### src/hw/ecl_pkg.sv
/*
  package of the configuration loader: timing counts, strap levels,
  loader states and an open-drain pin struct.
  assumes a 25 MHz core clock.
*/
package ecl_pkg;

  localparam int CLK_HZ = 25000000;

  // spike filter: 50 ns is the longest spike to drop; rounds up, since a
  // spike a little over one period can still land on two samples
  localparam int SPIKE_NS         = 50;
  localparam int SPIKE_CYC_RAW    =
    (SPIKE_NS * (CLK_HZ / 1000000) + 999) / 1000;
  localparam int SPIKE_CYC        = (SPIKE_CYC_RAW < 1) ? 1 : SPIKE_CYC_RAW;

  // primary scl phases in ns: least times, round up
  localparam int SCL_LOW_NS       = 1900;
  localparam int SCL_HIGH_NS      = 1400;
  localparam int SCL_LOW_CYC      =
    (SCL_LOW_NS * (CLK_HZ / 1000000) + 999) / 1000;
  localparam int SCL_HIGH_CYC     =
    (SCL_HIGH_NS * (CLK_HZ / 1000000) + 999) / 1000;

  // typical eeprom load time, in ms
  localparam int LOAD_MS          = 30;
  localparam int LOAD_CYC         = LOAD_MS * (CLK_HZ / 1000);

  // strap level codes of the mode pin
  localparam logic [2:0] STRAP_LEVEL_ONE = 3'h1;
  localparam logic [2:0] STRAP_LEVEL_TWO = 3'h2;

  localparam logic [6:0] EEPROM_ADDR     = 7'h50;
  localparam logic [7:0] RESET_CFG       = 8'h00;

  typedef enum logic [2:0] {
    ECL_IDLE  = 3'b000,
    ECL_START = 3'b001,
    ECL_BIT   = 3'b010,
    ECL_STOP  = 3'b011,
    ECL_DONE  = 3'b100,
    ECL_FAIL  = 3'b101
  } ecl_state_t;

  // one open-drain pin: input, output level, enable (low = driving)
  typedef struct packed {
    logic i;
    logic o;
    logic oe_n;
  } ecl_pin_t;

endpackage

### src/hw/ecl_loader.sv
/*
  configuration loader: mode strap capture, eeprom fetch as bus master,
  load-complete pin, and a filtered secondary snoop of the bus pins.
  assumes the bus wires are open drain, resolved outside; pins async.
*/
// Overview of operation
// - primary mode masters bus, reads eeprom
// - good read drives done output low
// - done about 30 ms after load request
// - secondary path answers in every stage
// - filter bus glitches up to 50 ns
// - master scl 1.9 us low, 1.4 high
// - straps sampled once after each reset release
// - secondary bus runs up to 400 kHz
`timescale 1ns/100ps
module ecl_loader
#(
  parameter int LOAD_CYC   = ecl_pkg::LOAD_CYC,
  parameter int LOAD_BYTES = 16
)
(
  // clock and reset
  input  wire logic             I_CLK,
  input  wire logic             I_RST_N,
  // straps and control
  input  wire logic [2:0]       I_MODE_STRAP,
  input  wire logic             I_LOAD_REQ_N,
  output      logic             O_LOAD_DONE_N,
  output      logic             O_PRIMARY,
  // bus pins, level in and drive enable out
  input  wire logic             I_SCL,
  input  wire logic             I_SDA,
  output      logic             O_SCL_OE_N,
  output      logic             O_SDA_OE_N,
  // secondary side: filtered bus levels for the register decoder
  output      logic             O_SCL_FILT,
  output      logic             O_SDA_FILT,
  // fetched configuration bytes
  output      logic [7:0]       O_CFG_DATA,
  output      logic             O_CFG_VALID
);

  typedef struct packed {
    logic [1:0]        scl_sy;
    logic [1:0]        sda_sy;
    logic [1:0]        req_sy;
    logic              scl_f;
    logic              sda_f;
    logic [3:0]        scl_cnt;
    logic [3:0]        sda_cnt;
    logic              strapped;
    logic [1:0][2:0]   strap_sy;
    logic [1:0]        strap_age;
    logic              primary;
    ecl_pkg::ecl_state_t st;
    logic [7:0]        ph_cnt;
    logic              scl_drv_low;
    logic              sda_drv_low;
    logic [8:0]        sh;
    logic [3:0]        bit_idx;
    logic [7:0]        byte_idx;
    logic [1:0]        phase;
    logic              done_n;
    logic [31:0]       load_cnt;
    logic [7:0]        cfg;
    logic              cfg_vld;
  } ecl_reg_t;

  ecl_reg_t r_ff;
  ecl_reg_t nxt_r;

  // serial sequence: addr+r is 8 bits and ack, then data bytes
  function automatic logic [8:0] addr_word();
    return {ecl_pkg::EEPROM_ADDR, 1'b1, 1'b1};
  endfunction

  always_comb
  begin
    nxt_r = r_ff;
    nxt_r.cfg_vld = 1'b0;
    nxt_r.scl_sy = {r_ff.scl_sy[0], I_SCL};
    nxt_r.sda_sy = {r_ff.sda_sy[0], I_SDA};
    nxt_r.req_sy = {r_ff.req_sy[0], I_LOAD_REQ_N};

    // level must differ for longer than the spike width to be taken
    if (r_ff.scl_sy[1] == r_ff.scl_f)
      nxt_r.scl_cnt = 4'h0;
    else if (32'(r_ff.scl_cnt) >= ecl_pkg::SPIKE_CYC)
    begin
      nxt_r.scl_f = r_ff.scl_sy[1];
      nxt_r.scl_cnt = 4'h0;
    end
    else
      nxt_r.scl_cnt = r_ff.scl_cnt + 4'h1;
    if (r_ff.sda_sy[1] == r_ff.sda_f)
      nxt_r.sda_cnt = 4'h0;
    else if (32'(r_ff.sda_cnt) >= ecl_pkg::SPIKE_CYC)
    begin
      nxt_r.sda_f = r_ff.sda_sy[1];
      nxt_r.sda_cnt = 4'h0;
    end
    else
      nxt_r.sda_cnt = r_ff.sda_cnt + 4'h1;

    // strap caught once after reset release, then frozen; the pins pass
    // a two-stage synchroniser, so capture waits for it to fill
    nxt_r.strap_sy = {r_ff.strap_sy[0], I_MODE_STRAP};
    if (!r_ff.strapped)
    begin
      if (r_ff.strap_age == 2'h2)
      begin
        nxt_r.strapped = 1'b1;
        nxt_r.primary = (r_ff.strap_sy[1] == ecl_pkg::STRAP_LEVEL_ONE);
      end
      else
        nxt_r.strap_age = r_ff.strap_age + 2'h1;
    end

    if (r_ff.load_cnt != 32'h0)
      nxt_r.load_cnt = r_ff.load_cnt - 32'h1;

    unique case (r_ff.st)
      ecl_pkg::ECL_IDLE:
      begin
        // start on load request; the typical load delay is counted from here
        if (r_ff.strapped && r_ff.primary && !r_ff.req_sy[1])
        begin
          nxt_r.st = ecl_pkg::ECL_START;
          nxt_r.load_cnt = 32'(LOAD_CYC);
          nxt_r.ph_cnt = 8'h0;
        end
      end
      ecl_pkg::ECL_START:
      begin
        // sda falls while scl high; another master owning the bus waits
        nxt_r.ph_cnt = r_ff.ph_cnt + 8'h1;
        if (r_ff.ph_cnt == 8'h0 && !r_ff.sda_f)
          nxt_r.ph_cnt = 8'h0;
        else if (32'(r_ff.ph_cnt) == ecl_pkg::SCL_HIGH_CYC)
          nxt_r.sda_drv_low = 1'b1;
        else if (32'(r_ff.ph_cnt) == 2 * ecl_pkg::SCL_HIGH_CYC)
        begin
          nxt_r.scl_drv_low = 1'b1;
          nxt_r.sh = addr_word();
          nxt_r.bit_idx = 4'h0;
          nxt_r.byte_idx = 8'h0;
          nxt_r.phase = 2'h0;
          nxt_r.ph_cnt = 8'h0;
          nxt_r.st = ecl_pkg::ECL_BIT;
        end
      end
      ecl_pkg::ECL_BIT:
      begin
        nxt_r.ph_cnt = r_ff.ph_cnt + 8'h1;
        if (r_ff.phase == 2'h0 && 32'(r_ff.ph_cnt) == 1)
          nxt_r.sda_drv_low = !r_ff.sh[8];
        if (r_ff.phase == 2'h0 &&
            32'(r_ff.ph_cnt) == ecl_pkg::SCL_LOW_CYC - 1)
        begin
          nxt_r.scl_drv_low = 1'b0;
          nxt_r.ph_cnt = 8'h0;
          nxt_r.phase = 2'h1;
        end
        else if (r_ff.phase == 2'h1 && !r_ff.scl_f)
          nxt_r.ph_cnt = 8'h0; // clock stretched by the far end
        else if (r_ff.phase == 2'h1 &&
                 32'(r_ff.ph_cnt) == ecl_pkg::SCL_HIGH_CYC - 1)
        begin
          nxt_r.scl_drv_low = 1'b1;
          nxt_r.ph_cnt = 8'h0;
          nxt_r.phase = 2'h0;
          nxt_r.sh = {r_ff.sh[7:0], r_ff.sda_f};
          nxt_r.bit_idx = r_ff.bit_idx + 4'h1;
          // lost arbitration: released high but bus low
          if (r_ff.sh[8] && !r_ff.sda_f && r_ff.bit_idx != 4'h8 &&
              (r_ff.byte_idx == 8'h0 || r_ff.bit_idx == 4'h8))
            nxt_r.st = ecl_pkg::ECL_FAIL;
          if (r_ff.bit_idx == 4'h8)
          begin
            if (r_ff.byte_idx == 8'h0 && r_ff.sda_f)
              nxt_r.st = ecl_pkg::ECL_FAIL;
            if (r_ff.byte_idx != 8'h0)
            begin
              nxt_r.cfg = r_ff.sh[7:0];
              nxt_r.cfg_vld = 1'b1;
            end
            nxt_r.bit_idx = 4'h0;
            nxt_r.byte_idx = r_ff.byte_idx + 8'h1;
            // master acks every byte but the last
            nxt_r.sh = {8'hff,
                        32'(r_ff.byte_idx) + 1 == LOAD_BYTES};
            if (32'(r_ff.byte_idx) == LOAD_BYTES)
              nxt_r.st = ecl_pkg::ECL_STOP;
          end
          // an aborted transfer leaves scl released rather than cut a
          // low phase short
          if (nxt_r.st == ecl_pkg::ECL_FAIL)
            nxt_r.scl_drv_low = 1'b0;
        end
      end
      ecl_pkg::ECL_STOP:
      begin
        nxt_r.ph_cnt = r_ff.ph_cnt + 8'h1;
        if (32'(r_ff.ph_cnt) == 1)
          nxt_r.sda_drv_low = 1'b1;
        else if (32'(r_ff.ph_cnt) == ecl_pkg::SCL_LOW_CYC)
          nxt_r.scl_drv_low = 1'b0;
        else if (32'(r_ff.ph_cnt) >=
                 ecl_pkg::SCL_LOW_CYC + ecl_pkg::SCL_HIGH_CYC)
        begin
          nxt_r.sda_drv_low = 1'b0;
          nxt_r.st = ecl_pkg::ECL_DONE;
        end
      end
      ecl_pkg::ECL_DONE:
      begin
        if (r_ff.load_cnt == 32'h0)
          nxt_r.done_n = 1'b0;
      end
      ecl_pkg::ECL_FAIL:
      begin
        nxt_r.scl_drv_low = 1'b0;
        nxt_r.sda_drv_low = 1'b0;
        nxt_r.done_n = 1'b1;
      end
      default:
        nxt_r.st = ecl_pkg::ECL_FAIL;
    endcase
  end

  always_ff @(posedge I_CLK or negedge I_RST_N)
  begin
    if (!I_RST_N)
    begin
      r_ff <= '0;
      r_ff.scl_sy <= 2'h3;
      r_ff.sda_sy <= 2'h3;
      r_ff.req_sy <= 2'h3;
      r_ff.scl_f <= 1'b1;
      r_ff.sda_f <= 1'b1;
      r_ff.st <= ecl_pkg::ECL_IDLE;
      r_ff.done_n <= 1'b1;
      r_ff.cfg <= ecl_pkg::RESET_CFG;
    end
    else
      r_ff <= nxt_r;
  end

  // secondary path stays live in every loader state
  assign O_SCL_FILT    = r_ff.scl_f;
  assign O_SDA_FILT    = r_ff.sda_f;
  assign O_SCL_OE_N    = !r_ff.scl_drv_low;
  assign O_SDA_OE_N    = !r_ff.sda_drv_low;
  assign O_LOAD_DONE_N = r_ff.done_n;
  assign O_PRIMARY     = r_ff.primary;
  assign O_CFG_DATA    = r_ff.cfg;
  assign O_CFG_VALID   = r_ff.cfg_vld;

endmodule // ecl_loader

### config.mk
export PLATFORM = sky130hd
export DESIGN_NAME = ecl_loader
export DESIGN_NICKNAME = d
export VERILOG_FILES = /design/src/hw/ecl_pkg.sv /design/src/hw/ecl_loader.sv
export SDC_FILE = /design/constraint.sdc
export NUM_CORES = 1
export LEC_CHECK = 0
export ABC_AREA = 1
export BUFFER_PORTS_ARGS = -buffer_cell sky130_fd_sc_hd__buf_2
export CORE_AREA = 2 2 110 112
export CTS_CLUSTER_SIZE = 40
export DETAILED_ROUTE_END_ITERATION = 12
export DIE_AREA = 0 0 112 114
export GPL_TIMING_DRIVEN = 0
export PLACE_DENSITY_LB_ADDON = 0.1
export REMOVE_ABC_BUFFERS = 1
export SYNTH_ARGS = -nofsm -noshare
export SYNTH_HDL_FRONTEND = slang
export SYNTH_SLANG_ARGS = --single-unit
### constraint.sdc
create_clock -name I_CLK -period 3.1 [get_ports I_CLK]
set_input_delay 0.62 -clock I_CLK [delete_from_list [all_inputs] [get_ports I_CLK]]
set_output_delay 0.62 -clock I_CLK [all_outputs]
set_load 0.05 [all_outputs]
**Word level (Yosys, flattened, before mapping)**

Index checks and enable logic that the tools add are counted.

- Flip-flop bits (word level): 104
- Latch bits: 0
- Memory bits (writable): 0
- Bits in read-only memories: 0
- Output and inout bits: 15
- Logic and storage cells: 184
- Memories: 0

- Add/subtract/negate cells: 8
- Multiply operators: 0
- Divide/modulo/power cells: 0
- Order comparisons: 3
- Eq/ne operators: 40
- Shifts and indexed selects: 0
- Multiplexer cells: 59
- Bitwise logic cells: 7
- Reduce and logical (&&, ||, !) cells: 43

Operators with widths:

| kind | count |
|---|---|
| $mux W32 | 3 |
| $mux W23 | 4 |
| $pmux W23 S2 | 1 |
| $mux W21 | 2 |
| $mux W3 | 14 |
| $mux W12 | 3 |
| $eq A8 B6 Y1 const B | 4 |
| $logic_not A32 Y1 | 1 |
| $pmux W8 S4 | 1 |
| $reduce_bool A32 Y1 | 1 |
| $sub A32 B1 Y32 const B | 1 |
| $ne A2 B2 Y1 const B | 15 |
| $mux W25 | 1 |
| $mux W1 | 18 |
| $reduce_and A6 Y1 | 3 |
| $add A8 B1 Y8 const B | 2 |
| $logic_not A8 Y1 | 2 |
| $mux W4 | 4 |
| $mux W8 | 2 |
| $reduce_and A8 Y1 | 2 |
| $pmux W3 S5 | 1 |
| $add A4 B1 Y4 const B | 3 |
| $ne A3 B3 Y1 const B | 4 |
| $reduce_and A2 Y1 | 6 |
| 33 further kinds | 62 |

**Depth between registers and ports, before layout**

- Depth in word-level cells: 18
- Gate-level depth with buffers: 12
- Mapped depth without buffers: 12

**Worst setup path before layout**

No wires, ideal clock.

- Path type: reg2reg
- Start point: reg r_ff (netlist bit O_PRIMARY)
- End point: reg r_ff[29] in the netlist's numbering
- Library setup time: 121 ps
- Arrival: 1671 ps
- Required time: 2979 ps
- Slack: 1307 ps
- Cell stages (with the launch flop): 7
- Buffers on the path: 2
- Period minus slack after synthesis: 1793 ps
- Cells stage by stage: dfrtp_1 -> nand2_1 -> or2_2 -> clkbuf_1 -> nor2_2 -> buf_2 -> nor2_1

RTL lines:

| item | line | source |
|---|---|---|
| from (decl) | ecl_loader.sv:69 | `ecl_reg_t r_ff;` |
| from (signal assigned) | ecl_loader.sv:246 | `r_ff <= nxt_r;` |

==> flow_summary.toml <==
[status]
status = "completed"

[power]
power.leakage_nw = 3.16
powerDensity_nw_per_um2 = 657
total_power_mw = 4.05
ir_worst_vdd_v = 0.000509

[global_route]
grt_max_degree = 71
grt_pass1_wl_um = 21000
grt_overflow = 0
antenna_found_initial = 0
track_usage_pct = 20.6
grt_pass1_vias = 4495

[sta]
rsz0062_at_grt = "no"
report.final.slew_viol_count = 0
worst-slew-pin-transition_ps = 965
fin_ws_ps = 578
period_minus_slack_ps = 2520
hold-worst-slack_ps = 211
tns_ps = 0
timing.fmax_mhz = 397
setup-violations-final = 0
final-hold-violation-count = 0
post-route-period-util_pct = 81.3
slew_headroom_pct = 35.5
fin_skew_ps = 8.45

[drt]
drt_iter0_markers = 241
ant_nets = 0
vias_per_cell = 4.94
vias = 4555
dr.pass1.iters = 4
wirelength_um = 12100
drc = 0
avgRoutedWirePerCell_um = 13.1

[setup_path]
crit_arrival_ps = 2810
worstSetupEndpointType = "flip-flop"
cp-startpoint = "r_ff[15]$_DFF_PN0_"
worstPathRequired_ps = 3390
rr_startpoint = "r_ff[15]$_DFF_PN0_"
cp-start-kind = "flip-flop"
cp_max_fo = 22
critical_path_class = "reg2reg"

[layout]
layout_common_cells = "nand2_1 (243), nor2_1 (130), dfrtp_1 (94)"
drive_above_1_share_pct = 9.68
fillers = 1169
antenna_cells = 0
layout.nets = 793
seq_area_um2 = 2590
syn_to_final_growth_pct = 9.03
multi_input_area_um2 = 2700
mostFrequentLayoutCell = "nand2_1"

[logic_synthesis]
seq_area_frac_synth_pct = 45.8
synth_warnings = 0
synth_seq_cells = 103
syn_area_per_cell_um2 = 7.52
synth_cell_type_count = 36
syn-cell-area_um2 = 5650
postSynthCellCount = 752

[cts]
tritoncts = "built"
htree_levels = 3
cts_buffers = 9
cts-root-buf = "clkbuf_16"
clk_pin_slew_ps = 70
cts_resized = 0
clk_latency_ps = 360
cts_setup_buffers = 0
holdBufCountCts = 0
clockBufferDepth = 2
clkSinkCount = 103

[place]
place_ws_ps = 533
hpwl_um = 9050
routabilityCongestion = 0.847
port_buffers = 22

[floorplan]
rows = 40
fp.dieArea_um2 = 12800
start_util_pct = 48.3
die_h_um = 114
ioPinCount = 23
core-area_um2 = 11700
die_w_um = 112

[run]
cap_violations = 0

[worst_hold_path]
hold_class = "in2async"
==> report_power, final <==
group          internal, mW  switching, mW
clock network         0.590          0.494
logic                 0.384          0.792
registers              1.57          0.222
total                  2.54           1.51
==> synth_stat cells <==
master,number,share of area (%)
ha_1,15,3.3
xnor2_1,15,2.3
o22ai_1,2,0.22
nand2_1,243,16
inv_1,60,4.0
xor2_1,19,2.9
nand3_1,46,4.1
o21ai_0,29,2.6
inv_2,8,0.53
o211ai_1,2,0.27
clkbuf_1,3,0.20
nor4_1,2,0.22
o41ai_1,1,0.15
nor3_4,1,0.29
nand3b_1,2,0.27
dfrtp_1,94,42
conb_1,1,0.066
o21bai_1,2,0.27
nor2_1,130,8.6
buf_2,5,0.44
clkinv_2,1,0.088
dfstp_2,9,4.2
nand2_2,2,0.22
nand2_4,2,0.40
a21oi_1,11,0.97
nand3_2,1,0.18
nor2_2,5,0.55
inv_4,1,0.11
nor2_4,4,0.80
a21boi_0,1,0.13
buf_4,9,1.2
nor3_2,1,0.18
nand4_1,11,1.2
nor3_1,8,0.71
or2_2,2,0.22
o21ai_1,4,0.35
==> worst max-delay path, stage by stage, from the launching register on <==
cell and delay, ps:
dfrtp_1 410, nor2_1 290, nand2_1 130, nor2_1 110, nand4_1 760, inv_1 540, o21ai_0 130, nor2_1 100
==> per-layer routing <==
| metal | vias to the layer above | routed length [um] | GRT usage, % |
|---|---|---|---|
| met5 | - | 0 | 0 |
| met4 | 0 | 260 | 7.40 |
| met3 | 20 | 427 | 4.73 |
| met2 | 68 | 5990 | 35.8 |
| met1 | 2089 | 5420 | 25.4 |
| li1 | 2378 | - | - |
==> final cells by class <==
type / instances / area share (%)
Sequential cell: 103 / 42.0
Clock buffer: 12 / 4.16
Clock inverter: 4 / 0.487
Inverter: 70 / 4.32
Multi-Input combinational cell: 563 / 43.8
Timing Repair Buffer: 23 / 2.27
Tap cell: 147 / 2.98
==> kinds of logic (layout without fill, tap and decap cells) <==
kind of cell / Yosys count / count (layout) / synth area share (%)
AO/OA/AOI/OAI: 52 / 52 / 4.93
other: 1 / 2 / 0.0663
AND/OR/NAND/NOR: 460 / 460 / 34.1
buffers and inverters: 87 / 109 / 6.55
flip-flops: 103 / 103 / 45.8
XOR/XNOR: 34 / 34 / 5.27
adder cells (fa/ha/maj): 15 / 15 / 3.32
==> through the flow <==
stage	utilization [%]	instances	cell area [um^2]
finish	52.6	922	6160
floorplan	-	736	5550
global route	52.6	922	6160
CTS	52.6	922	6160
detailed placement	50.2	906	5880
global placement	49.9	905	5850
==> worst paths after layout <==
kind	cells past startpoint	slack [ps]	endpoint
min in group I_CLK	0	350	r_ff[86]$_DFF_PN0_
max reg2reg	7	580	r_ff[9]$_DFF_PN0_
min	1	210	r_ff[87]$_DFF_PN0_
min reg2reg	0	350	r_ff[86]$_DFF_PN0_
max in group asynchronous	2	2170	nxt_r[103]$_DFF_PN1_
max	7	580	r_ff[9]$_DFF_PN0_
==> state kept, by name, indices dropped and copies added, names as in the netlist <==
signal / count
O_SDA_FILT: 1
O_SCL_FILT: 1
O_PRIMARY: 1
O_LOAD_DONE_N: 1
O_CFG_DATA: 8
nxt_r: 6
r_ff: 84
O_CFG_VALID: 1
No activity file was read; power rests on OpenSTA's default activity.
